--- src/design/bus_trace_debug_pkg.sv ---
// Purpose: Shared constants and types of the bus trace debug unit
// Assumes: Byte-wide register port, nine debug bytes plus force-reset byte
// Notes:   Offsets are register indices on the byte register port
package bus_trace_debug_pkg;

  // Register offsets
  localparam logic [3:0] CMP_A_HIGH_OFS      = 4'h0;
  localparam logic [3:0] CMP_A_LOW_OFS       = 4'h1;
  localparam logic [3:0] CMP_B_HIGH_OFS      = 4'h2;
  localparam logic [3:0] CMP_B_LOW_OFS       = 4'h3;
  localparam logic [3:0] TRACE_FIFO_HIGH_OFS = 4'h4;
  localparam logic [3:0] TRACE_FIFO_LOW_OFS  = 4'h5;
  localparam logic [3:0] DEBUG_CONTROL_OFS   = 4'h6;
  localparam logic [3:0] TRIGGER_OFS         = 4'h7;
  localparam logic [3:0] STATUS_OFS          = 4'h8;
  localparam logic [3:0] FORCE_RESET_OFS     = 4'h9;

  // Control register fields
  localparam int CTL_MODULE_ENABLE_BIT = 7;
  localparam int CTL_ARM_BIT           = 6;
  localparam int CTL_TAG_BIT           = 5;
  localparam int CTL_BREAK_ENABLE_BIT  = 4;
  localparam int CTL_A_DIR_VALUE_BIT   = 3;
  localparam int CTL_A_DIR_QUAL_BIT    = 2;
  localparam int CTL_B_DIR_VALUE_BIT   = 1;
  localparam int CTL_B_DIR_QUAL_BIT    = 0;

  // Trigger register fields
  localparam int TRG_EXEC_QUALIFY_BIT  = 7;
  localparam int TRG_BEGIN_BIT         = 6;
  localparam int TRG_MODE_MSB          = 3;

  // Status register fields
  localparam int STS_A_FLAG_BIT        = 7;
  localparam int STS_B_FLAG_BIT        = 6;
  localparam int STS_RUN_ACTIVE_BIT    = 5;

  // Force-reset register field
  localparam int FORCE_RESET_BIT       = 0;

  // Reset values
  localparam logic [7:0] CMP_RESET     = 8'h00;
  localparam logic [7:0] CONTROL_RESET = 8'h00;
  localparam logic [7:0] TRIGGER_RESET = 8'h00;
  localparam logic [7:0] READ_ZERO     = 8'h00;

  // Trace buffer shape
  localparam int TRACE_DEPTH           = 8;
  localparam int TRACE_WIDTH           = 16;
  localparam int BUS_ADDR_WIDTH        = 16;

  typedef enum logic [3:0] {
    MODE_A_ONLY      = 4'h0,
    MODE_A_OR_B      = 4'h1,
    MODE_A_THEN_B    = 4'h2,
    MODE_EVENT_B     = 4'h3,
    MODE_A_EVENT_B   = 4'h4,
    MODE_A_AND_DATA  = 4'h5,
    MODE_A_NOT_DATA  = 4'h6,
    MODE_INSIDE      = 4'h7,
    MODE_OUTSIDE     = 4'h8
  } trig_mode_type;

  typedef enum logic [1:0] {
    RUN_IDLE  = 2'b00,
    RUN_PRE   = 2'b01,
    RUN_POST  = 2'b10
  } run_state_type;

endpackage : bus_trace_debug_pkg

--- src/design/bus_trace_debug_module.sv ---
// Purpose: Bus trace debug unit with comparators, capture FIFO and force reset
// Assumes: All inputs synchronous to clk; strobes are one-cycle pulses
// Notes:   Behaviour notes stand beside the logic they describe
`timescale 1ns/100ps

module trace_fifo #(
  parameter int WIDTH = 16,
  parameter int DEPTH = 8
) (
  input  wire logic                       clk,
  input  wire logic                       rst_n,
  input  wire logic                       flush,
  input  wire logic                       in_valid,
  output logic                            in_ready,
  input  wire logic [WIDTH-1:0]           in_data,
  output logic                            out_valid,
  input  wire logic                       out_ready,
  output logic [WIDTH-1:0]                out_data,
  output logic [$clog2(DEPTH+1)-1:0]      count
);
  localparam int PTR_W = $clog2(DEPTH);
  localparam int CNT_W = $clog2(DEPTH+1);
  localparam logic [CNT_W-1:0] FULL_CNT = CNT_W'(DEPTH);

  initial begin
    if (DEPTH < 2 || (DEPTH & (DEPTH - 1)) != 0) begin
      $error("trace_fifo depth must be a power of two, at least 2");
    end
  end

  logic [WIDTH-1:0] mem [DEPTH];
  logic [PTR_W-1:0] wr_ptr_q;
  logic [PTR_W-1:0] rd_ptr_q;
  logic [CNT_W-1:0] count_q;
  logic             push;
  logic             pop;
  logic             full;

  assign full      = (count_q == FULL_CNT);
  // Full still accepts when the head leaves in the same cycle
  assign in_ready  = !full || out_ready;
  assign out_valid = (count_q != '0);
  assign out_data  = mem[rd_ptr_q];
  assign count     = count_q;
  assign push      = in_valid && in_ready;
  assign pop       = out_valid && out_ready;

  always_ff @(posedge clk) begin
    if (push) begin
      mem[wr_ptr_q] <= in_data;
    end
  end

  always_ff @(posedge clk) begin
    if (!rst_n || flush) begin
      wr_ptr_q <= '0;
      rd_ptr_q <= '0;
      count_q  <= '0;
    end else begin
      if (push) begin
        wr_ptr_q <= wr_ptr_q + 1'b1;
      end
      if (pop) begin
        rd_ptr_q <= rd_ptr_q + 1'b1;
      end
      if (push && !pop) begin
        count_q <= count_q + 1'b1;
      end else if (pop && !push) begin
        count_q <= count_q - 1'b1;
      end
    end
  end
endmodule : trace_fifo

module bus_trace_debug_module
  import bus_trace_debug_pkg::*;
#(
  parameter int ADDR_W = BUS_ADDR_WIDTH,
  parameter int DEPTH  = TRACE_DEPTH
) (
  input  wire logic              clk,
  input  wire logic              rst_n,
  input  wire logic [3:0]        reg_addr,
  input  wire logic              reg_wr,
  input  wire logic              reg_rd,
  input  wire logic [7:0]        reg_wdata,
  output logic      [7:0]        reg_rdata,
  input  wire logic              bdm_wr,
  input  wire logic [3:0]        bdm_addr,
  input  wire logic [7:0]        bdm_wdata,
  input  wire logic              mcu_secure,
  input  wire logic              bus_valid,
  input  wire logic              bus_rw,
  input  wire logic [ADDR_W-1:0] bus_addr,
  input  wire logic [7:0]        bus_data,
  input  wire logic              opcode_fetch,
  input  wire logic              cof_valid,
  input  wire logic              exec_valid,
  input  wire logic [ADDR_W-1:0] exec_addr,
  output logic                   break_req,
  output logic                   break_tag,
  output logic                   sys_reset_req,
  output logic                   run_active
);
  localparam int CNT_W = $clog2(DEPTH+1);
  localparam logic [CNT_W-1:0] FULL_CNT = CNT_W'(DEPTH);

  initial begin
    if (ADDR_W != 2 * 8) begin
      $error("comparators are two bytes wide, address width must be 16");
    end
    if (DEPTH < 2 || DEPTH > 15) begin
      $error("trace depth must fit the four-bit valid count");
    end
  end

  // Register state
  logic [7:0]          cmp_a_high_q;
  logic [7:0]          cmp_a_low_q;
  logic [7:0]          cmp_b_high_q;
  logic [7:0]          cmp_b_low_q;
  logic [7:0]          control_q;
  logic [7:0]          trigger_q;
  logic [7:0]          reg_rdata_q;
  logic                break_req_q;
  logic                break_tag_q;
  logic                sys_reset_q;
  logic                a_flag_q;
  logic                b_flag_q;
  logic                seen_a_q;
  logic [CNT_W-1:0]    valid_cnt_q;
  logic [ADDR_W-1:0]   last_opcode_q;
  run_state_type       run_state_q;

  // Decoded controls
  logic                module_enable;
  logic                armed;
  logic                break_request_enable;
  logic                exec_qualify_select;
  logic                begin_select;
  logic                event_mode;
  logic                begin_trace;
  logic [3:0]          trigger_mode_field;
  logic [ADDR_W-1:0]   cmp_a;
  logic [ADDR_W-1:0]   cmp_b;

  // Comparator path
  logic                src_valid;
  logic                src_rw;
  logic [ADDR_W-1:0]   src_addr;
  logic                dir_ok_a;
  logic                dir_ok_b;
  logic                hit_a;
  logic                hit_b;
  logic                trig_event;

  // Register port decode
  logic                ctl_write;
  logic                arm_write_set;
  logic                arm_write_clr;
  logic                cmp_write_ok;
  logic                low_read;

  // FIFO connection
  logic                fifo_in_valid;
  logic                fifo_in_ready;
  logic [TRACE_WIDTH-1:0] fifo_in_data;
  logic                fifo_out_valid;
  logic                fifo_out_ready;
  logic [TRACE_WIDTH-1:0] fifo_out_data;
  logic [CNT_W-1:0]    fifo_count;
  logic                fifo_full;
  logic                run_start;
  logic                run_done;
  logic                store_cof;
  logic                store_event;

  assign module_enable        = control_q[CTL_MODULE_ENABLE_BIT];
  assign armed                = (run_state_q != RUN_IDLE);
  assign break_request_enable = control_q[CTL_BREAK_ENABLE_BIT];
  assign exec_qualify_select  = trigger_q[TRG_EXEC_QUALIFY_BIT];
  assign begin_select         = trigger_q[TRG_BEGIN_BIT];
  assign trigger_mode_field   = trigger_q[TRG_MODE_MSB:0];
  assign cmp_a                = {cmp_a_high_q, cmp_a_low_q};
  assign cmp_b                = {cmp_b_high_q, cmp_b_low_q};
  assign event_mode           = (trigger_mode_field == MODE_EVENT_B)
                             || (trigger_mode_field == MODE_A_EVENT_B);
  // Event-only runs are always begin traces
  assign begin_trace          = begin_select || event_mode;

  // Exec qualification only swaps the match source; the run logic is shared
  assign src_valid = exec_qualify_select ? exec_valid : bus_valid;
  assign src_rw    = exec_qualify_select ? 1'b1 : bus_rw;
  assign src_addr  = exec_qualify_select ? exec_addr : bus_addr;

  assign dir_ok_a = !control_q[CTL_A_DIR_QUAL_BIT]
                 || (src_rw == control_q[CTL_A_DIR_VALUE_BIT]);
  assign dir_ok_b = !control_q[CTL_B_DIR_QUAL_BIT]
                 || (src_rw == control_q[CTL_B_DIR_VALUE_BIT]);

  assign hit_a = armed && src_valid && dir_ok_a && (src_addr == cmp_a);
  assign hit_b = armed && src_valid && dir_ok_b && (src_addr == cmp_b);

  always_comb begin
    trig_event = 1'b0;
    unique case (trigger_mode_field)
      MODE_A_ONLY:     trig_event = hit_a;
      MODE_A_OR_B:     trig_event = hit_a || hit_b;
      MODE_A_THEN_B:   trig_event = hit_b && seen_a_q;
      MODE_EVENT_B:    trig_event = hit_b;
      MODE_A_EVENT_B:  trig_event = hit_b && seen_a_q;
      MODE_A_AND_DATA: trig_event = hit_a && (bus_data == cmp_b_low_q);
      MODE_A_NOT_DATA: trig_event = hit_a && (bus_data != cmp_b_low_q);
      MODE_INSIDE:     trig_event = armed && src_valid && dir_ok_a
                                 && (src_addr >= cmp_a) && (src_addr <= cmp_b);
      MODE_OUTSIDE:    trig_event = armed && src_valid && dir_ok_a
                                 && ((src_addr < cmp_a) || (src_addr > cmp_b));
      default:         trig_event = 1'b0;
    endcase
  end

  // Register port strobes
  assign ctl_write     = reg_wr && (reg_addr == DEBUG_CONTROL_OFS);
  assign arm_write_set = ctl_write && reg_wdata[CTL_ARM_BIT]
                      && reg_wdata[CTL_MODULE_ENABLE_BIT] && !mcu_secure;
  assign arm_write_clr = ctl_write && !arm_write_set;
  assign cmp_write_ok  = reg_wr && !armed;
  assign low_read      = reg_rd && (reg_addr == TRACE_FIFO_LOW_OFS);
  assign run_start     = arm_write_set;

  assign fifo_full = (fifo_count == FULL_CNT);

  // Capture sources: change-of-flow addresses or event bytes
  assign store_event = (run_state_q == RUN_PRE) && event_mode && trig_event;
  assign store_cof   = cof_valid && !event_mode
                    && (((run_state_q == RUN_PRE) && !begin_trace)
                     || (run_state_q == RUN_POST));

  always_comb begin
    fifo_in_valid  = 1'b0;
    fifo_in_data   = '0;
    fifo_out_ready = 1'b0;
    if (armed) begin
      if (store_event) begin
        fifo_in_valid = 1'b1;
        fifo_in_data  = {8'h00, bus_data};
      end else if (store_cof) begin
        fifo_in_valid = 1'b1;
        fifo_in_data  = bus_addr;
        // End trace is circular: the oldest word falls out
        fifo_out_ready = !begin_trace && fifo_full;
      end
      // Reads never shift the buffer while armed
    end else if (low_read) begin
      fifo_in_valid  = 1'b1;
      fifo_in_data   = last_opcode_q;
      // Pops only once full, so the buffer acts as an eight-word delay line
      fifo_out_ready = fifo_full;
    end
  end

  trace_fifo #(
    .WIDTH (TRACE_WIDTH),
    .DEPTH (DEPTH)
  ) u_trace_fifo (
    .clk       (clk),
    .rst_n     (rst_n),
    .flush     (run_start),
    .in_valid  (fifo_in_valid),
    .in_ready  (fifo_in_ready),
    .in_data   (fifo_in_data),
    .out_valid (fifo_out_valid),
    .out_ready (fifo_out_ready),
    .out_data  (fifo_out_data),
    .count     (fifo_count)
  );

  // Begin traces end on full; end traces end on the trigger itself
  always_comb begin
    run_done = 1'b0;
    if (run_state_q == RUN_PRE && !begin_trace) begin
      run_done = trig_event;
    end else if (armed && begin_trace) begin
      run_done = fifo_full || (fifo_in_valid && !fifo_in_ready);
    end
  end

  // Run sequencer
  always_ff @(posedge clk) begin
    if (!rst_n) begin
      run_state_q <= RUN_IDLE;
    end else if (run_start) begin
      run_state_q <= RUN_PRE;
    end else if (arm_write_clr || !module_enable || run_done) begin
      run_state_q <= RUN_IDLE;
    end else begin
      unique case (run_state_q)
        RUN_IDLE: run_state_q <= RUN_IDLE;
        RUN_PRE: begin
          if (begin_trace && !event_mode && trig_event) begin
            run_state_q <= RUN_POST;
          end
        end
        RUN_POST: run_state_q <= RUN_POST;
        default:  run_state_q <= RUN_IDLE;
      endcase
    end
  end

  // Control register; arm bit mirrors the run state
  always_ff @(posedge clk) begin
    if (!rst_n) begin
      control_q <= CONTROL_RESET;
    end else if (ctl_write) begin
      control_q <= reg_wdata;
      control_q[CTL_MODULE_ENABLE_BIT] <= reg_wdata[CTL_MODULE_ENABLE_BIT]
                                        && !mcu_secure;
      control_q[CTL_ARM_BIT] <= arm_write_set;
    end else begin
      control_q[CTL_ARM_BIT] <= armed && !run_done && module_enable;
    end
  end

  // Comparator and trigger registers
  always_ff @(posedge clk) begin
    if (!rst_n) begin
      cmp_a_high_q <= CMP_RESET;
      cmp_a_low_q  <= CMP_RESET;
      cmp_b_high_q <= CMP_RESET;
      cmp_b_low_q  <= CMP_RESET;
      trigger_q    <= TRIGGER_RESET;
    end else if (cmp_write_ok) begin
      unique case (reg_addr)
        CMP_A_HIGH_OFS: cmp_a_high_q <= reg_wdata;
        CMP_A_LOW_OFS:  cmp_a_low_q  <= reg_wdata;
        CMP_B_HIGH_OFS: cmp_b_high_q <= reg_wdata;
        CMP_B_LOW_OFS:  cmp_b_low_q  <= reg_wdata;
        TRIGGER_OFS:    trigger_q    <= {reg_wdata[7:6], 2'b00, reg_wdata[3:0]};
        default: begin
        end
      endcase
    end
  end

  // Match flags and sequence memory, cleared at each run start
  always_ff @(posedge clk) begin
    if (!rst_n || run_start) begin
      a_flag_q <= 1'b0;
      b_flag_q <= 1'b0;
      seen_a_q <= 1'b0;
    end else begin
      if (hit_a) begin
        a_flag_q <= 1'b1;
        seen_a_q <= 1'b1;
      end
      if (hit_b) begin
        b_flag_q <= 1'b1;
      end
    end
  end

  // Valid count freezes once the run ends
  always_ff @(posedge clk) begin
    if (!rst_n || run_start) begin
      valid_cnt_q <= '0;
    end else if (armed) begin
      valid_cnt_q <= fifo_count + CNT_W'(fifo_in_valid && fifo_in_ready
                                         && !fifo_out_ready);
    end
  end

  always_ff @(posedge clk) begin
    if (!rst_n) begin
      last_opcode_q <= '0;
    end else if (opcode_fetch) begin
      last_opcode_q <= bus_addr;
    end
  end

  // Break request: one pulse per completed run
  always_ff @(posedge clk) begin
    if (!rst_n) begin
      break_req_q <= 1'b0;
      break_tag_q <= 1'b0;
    end else begin
      break_req_q <= run_done && break_request_enable && !run_start;
      if (run_done && break_request_enable) begin
        break_tag_q <= control_q[CTL_TAG_BIT];
      end
    end
  end

  // Force reset only through the serial debug write path
  always_ff @(posedge clk) begin
    if (!rst_n) begin
      sys_reset_q <= 1'b0;
    end else begin
      sys_reset_q <= bdm_wr && (bdm_addr == FORCE_RESET_OFS)
                  && bdm_wdata[FORCE_RESET_BIT];
    end
  end

  // Read data; unmapped and write-only bytes read zero
  always_ff @(posedge clk) begin
    if (!rst_n) begin
      reg_rdata_q <= READ_ZERO;
    end else if (reg_rd) begin
      unique case (reg_addr)
        CMP_A_HIGH_OFS:      reg_rdata_q <= cmp_a_high_q;
        CMP_A_LOW_OFS:       reg_rdata_q <= cmp_a_low_q;
        CMP_B_HIGH_OFS:      reg_rdata_q <= cmp_b_high_q;
        CMP_B_LOW_OFS:       reg_rdata_q <= cmp_b_low_q;
        TRACE_FIFO_HIGH_OFS: reg_rdata_q <= (event_mode || !fifo_out_valid)
                                          ? READ_ZERO : fifo_out_data[15:8];
        TRACE_FIFO_LOW_OFS:  reg_rdata_q <= fifo_out_valid
                                          ? fifo_out_data[7:0] : READ_ZERO;
        DEBUG_CONTROL_OFS:   reg_rdata_q <= control_q;
        TRIGGER_OFS:         reg_rdata_q <= trigger_q;
        STATUS_OFS:          reg_rdata_q <= {a_flag_q, b_flag_q, armed, 1'b0,
                                             valid_cnt_q};
        FORCE_RESET_OFS:     reg_rdata_q <= READ_ZERO;
        default:             reg_rdata_q <= READ_ZERO;
      endcase
    end
  end

  assign reg_rdata     = reg_rdata_q;
  assign break_req     = break_req_q;
  assign break_tag     = break_tag_q;
  assign sys_reset_req = sys_reset_q;
  assign run_active    = control_q[CTL_ARM_BIT];

endmodule : bus_trace_debug_module

--- config.mk ---
export PLATFORM = sky130hd
export DESIGN_NAME = bus_trace_debug_module
export DESIGN_NICKNAME = d
export VERILOG_FILES = /design/src/design/bus_trace_debug_pkg.sv /design/src/design/bus_trace_debug_module.sv
export SDC_FILE = /design/constraint.sdc
export NUM_CORES = 1
export LEC_CHECK = 0
export BUFFER_PORTS_ARGS = -buffer_cell sky130_fd_sc_hd__buf_2
export CAP_MARGIN = 20
export CORE_MARGIN = 2
export CORE_UTILIZATION = 43
export CTS_BUF_LIST = sky130_fd_sc_hd__clkbuf_4 sky130_fd_sc_hd__clkbuf_8
export DETAILED_ROUTE_END_ITERATION = 8
export HOLD_SLACK_MARGIN = 0.03
export PLACE_DENSITY_LB_ADDON = 0.3
export SLEW_MARGIN = 40
export SYNTH_ARGS = -nofsm -noshare
export SYNTH_HDL_FRONTEND = slang
export SYNTH_SLANG_ARGS = --single-unit
--- constraint.sdc ---
create_clock -name clk -period 10.2 [get_ports clk]
set_input_delay 2.55 -clock clk [delete_from_list [all_inputs] [get_ports clk]]
set_output_delay 2.55 -clock clk [all_outputs]
set_load 0.05 [all_outputs]
==> impl_metrics.toml <==
[logic_synthesis]
ys_ff_latch = 222
netlist_area_sq_um = 10800
netlist_instances = 872
ys_top_cells_by_area = "edfxtp_1 (36%), dfxtp_1 (17%), mux2i_1 (8.9%)"
synth_top_area_share_pct = 35.5
yosysMostFrequentCell = "edfxtp_1"
yosysUniqueCellTypes = 72
synthFlopType = "edfxtp_1"
async_flop_share_pct = 0
synthesis.nets = 990
ys_warn_count = 0
synth_top_area_cell = "edfxtp_1"
ys_seq_area_share_pct = 52.9
synth_edf_count = 128
syn_area_per_cell_sq_um = 12.4
synthTopCellsByCount = "edfxtp_1 (128), mux2i_1 (96), dfxtp_1 (94)"

[clocking]
cts_resized = 0
clkLatencyLatePin_ns = 0.52
cts.clk_slew.worst_paths_ns = 0.06
postCtsHoldBufs = 0
cts-root-buf = "clkbuf_8"
clk_path_buf_depth = 3
post_cts_buffers = 0
cts.sinks = 222
htreeDepth = 2
cts_tree = "done"
numCtsBuffers = 36

[floorplan]
initial_core_util_pct = 43.3
die_area_sq_um = 26400
num_rows = 58
die_w_um = 163
fp.dieH_um = 163
core_region_area_sq_um = 25000
boundaryPins = 87

[detailed_routing]
ant_nets = 0
wirelength_um = 27400
vias = 7286
drc = 0
viasPerCell = 5.56
firstDrtPassIters = 5
wl_per_cell_um = 20.9
drtIter0Drc = 392

[critical_path]
crit_arrival_ns = 6.84
worstPathMaxFanout = 11
r2r_slack_ns = 5.17
reg2reg_from = "trigger_q[7]$_SDFFE_PN0P_"
crit_path_end_kind = "flop"
cp-start-kind = "input port"
startpoint = "bus_addr[11]"
crit_type = "in -> reg"
cp_data_required_time_ns = 10.60

[placement]
hpwl_um = 19200
io_buffers = 79
gp_congestion = 0.897

[sta]
fin_tns_setup_ns = 0
max_slew_margin_pct = 42.8
hold_violations = 0
drv_slew = 0
grt_setup_unrepaired = "no"
finalSetupViolations = 0
max_slew.worst_pin.slew_ns = 0.858
finClkSkew_ns = 0.0171
fin_crit_sh_pct = 63.1
max_freq_mhz = 155
period_needed_ns = 6.44

[power_and_ir_drop]
p_int_w = 0.00139
p_comb_share_pct = 5.5
power_density_nw_per_um2 = 146
netSwitchingFraction_pct = 22.2
seqPwrFrac_pct = 53.1
ir_worst_vdd_mv = 0.106
power_leakage_nw = 4.28
power_frac_clock_pct = 41.4
p_sw_w = 0.000398

[global_route]
grt_usage_pct = 21.1
grt_pass1_vias = 7226
grt_overflow_total = 0
antenna_found_initial = 0
grt_max_degree = 78
grt_pass1_wl_um = 41800

[finish]
area_growth_pct = 13.4
final_nets = 1077
final_util_pct = 49.2
drive_gt1_share_pct = 22.0

[outcome]
status = "finished clean"

[min_path]
min_from = "b_flag_q$_SDFFE_PP0P_"
min_path_type = "reg -> reg"

[run]
cap_violations = 0
through the flow:
| stage | setup slack (ns) | instances | power [W] | instance area (sq um) | hold WS, ns |
|---|---|---|---|---|---|
| finish | 3.76 | 1311 | 0.00179 | 12300 | 0.454 |
| global route | 3.56 | 1310 | 0.00185 | 12300 | 0.476 |
| CTS | 3.86 | 1310 | 0.00181 | 12300 | 0.451 |
| detailed placement | 3.33 | 1251 | 0.00107 | 11600 | 0.442 |
| global placement | 3.37 | 1251 | 0.00107 | 11600 | 0.439 |
| floorplan | 3.77 | 872 | 0.00103 | 10800 | 0.425 |
flip-flops by register name, indices dropped and copies added (netlist names), 2 cells and up, named ones only:
signal	count
cmp_b_high_q	8
trigger_q	6
u_trace_fifo.count	4
cmp_a_high_q	8
valid_cnt_q	4
u_trace_fifo.wr_ptr_q	3
control_q	8
run_state_q	2
last_opcode_q	16
u_trace_fifo.mem	128
cmp_a_low_q	8
reg_rdata	8
cmp_b_low_q	8
u_trace_fifo.rd_ptr_q	3
critical path, stage by stage:
cell and delay [ns]:
buf_2 0.12, mux2_2 0.30, ha_1 0.33, nand4_1 0.17, nor4_1 0.53, o21ai_0 0.18
nand3_1 0.12, a21oi_1 0.17, o31a_2 0.49, o21ai_4 0.45, inv_1 0.10, ha_1 0.22
inv_1 0.11, ha_1 0.24, a21o_1 0.17, a21oi_1 0.17, xnor2_1 0.14, nor2_1 0.07
xnor2_1 0.15, nor2_1 0.05
layout make-up:
type | count | area (sq um)
diodes | 1 | 2.50
multi-input cells | 566 | 4800
clock buffers | 48 | 598
well taps | 330 | 413
repair buffers | 93 | 500
clock inverters | 11 | 81.3
fillers | 2293 | 12700
flip-flops and latches | 222 | 5730
inverters | 40 | 150
kinds of logic after synthesis:
group	count (synthesis)	synth area share, %
AND/OR/NAND/NOR	240	12.3
flip-flops	222	52.9
multiplexers	144	17.2
AO/OA/AOI/OAI	123	8.04
buffers and inverters	84	3.19
adder cells (fa/ha/maj)	43	5.04
XOR/XNOR	16	1.30
final timing paths:
check	end	cells after the start
worst max-delay path	u_trace_fifo.count[3]$_SDFFE_PP0P_	20
worst min-delay path	b_flag_q$_SDFFE_PP0P_	2
worst max register to register	u_trace_fifo.count[3]$_SDFFE_PP0P_	20
worst min register to register	b_flag_q$_SDFFE_PP0P_	2
metal layers:
metal  GRT usage (%)  share of wire, %  routed length, um  up-vias
met1            28.3                44              12100     3572
met4            8.17               3.5                969        0
met2            34.6                47              12800      249
met5               0                 0                  0        -
li1                -                 -                  -     3412
met3            3.21               5.5               1510       53
power by group through the flow:
| stage | sequential, W | clock, W | combinational (W) |
|---|---|---|---|
| 2_1_floorplan | 0.000969 | 0 | 0.0000585 |
| 3_3_place_gp | 0.000970 | 0 | 0.0000957 |
| 3_5_place_dp | 0.000970 | 0 | 0.0000975 |
| 4_1_cts | 0.000951 | 0.000759 | 0.0000980 |
| 5_1_grt | 0.000952 | 0.000793 | 0.000108 |
| 6_report | 0.000952 | 0.000742 | 0.0000984 |
cell usage in the layout (no fill, tap or decap), types with 5 or more instances in the layout:
cell      count
nor3_1        7
inv_1        40
nand2b_1     17
a221oi_1      9
dfxtp_1      93
clkbuf_8     38
and3_1        6
a21boi_0      8
nand3_1       7
a22oi_1       8
a22o_1        8
clkbuf_4     10
o211ai_1      5
nand4_1      11
buf_4        14
mux2_2       16
o21ai_0      24
edfxtp_1    128
a21oi_1      28
mux2i_1      96
xnor2_1      13
nor2_1       43
mux4_2       32
nand2_1      46
nor2b_1      65
ha_1         42
buf_2        79
No activity file was read; power rests on OpenSTA's default activity.
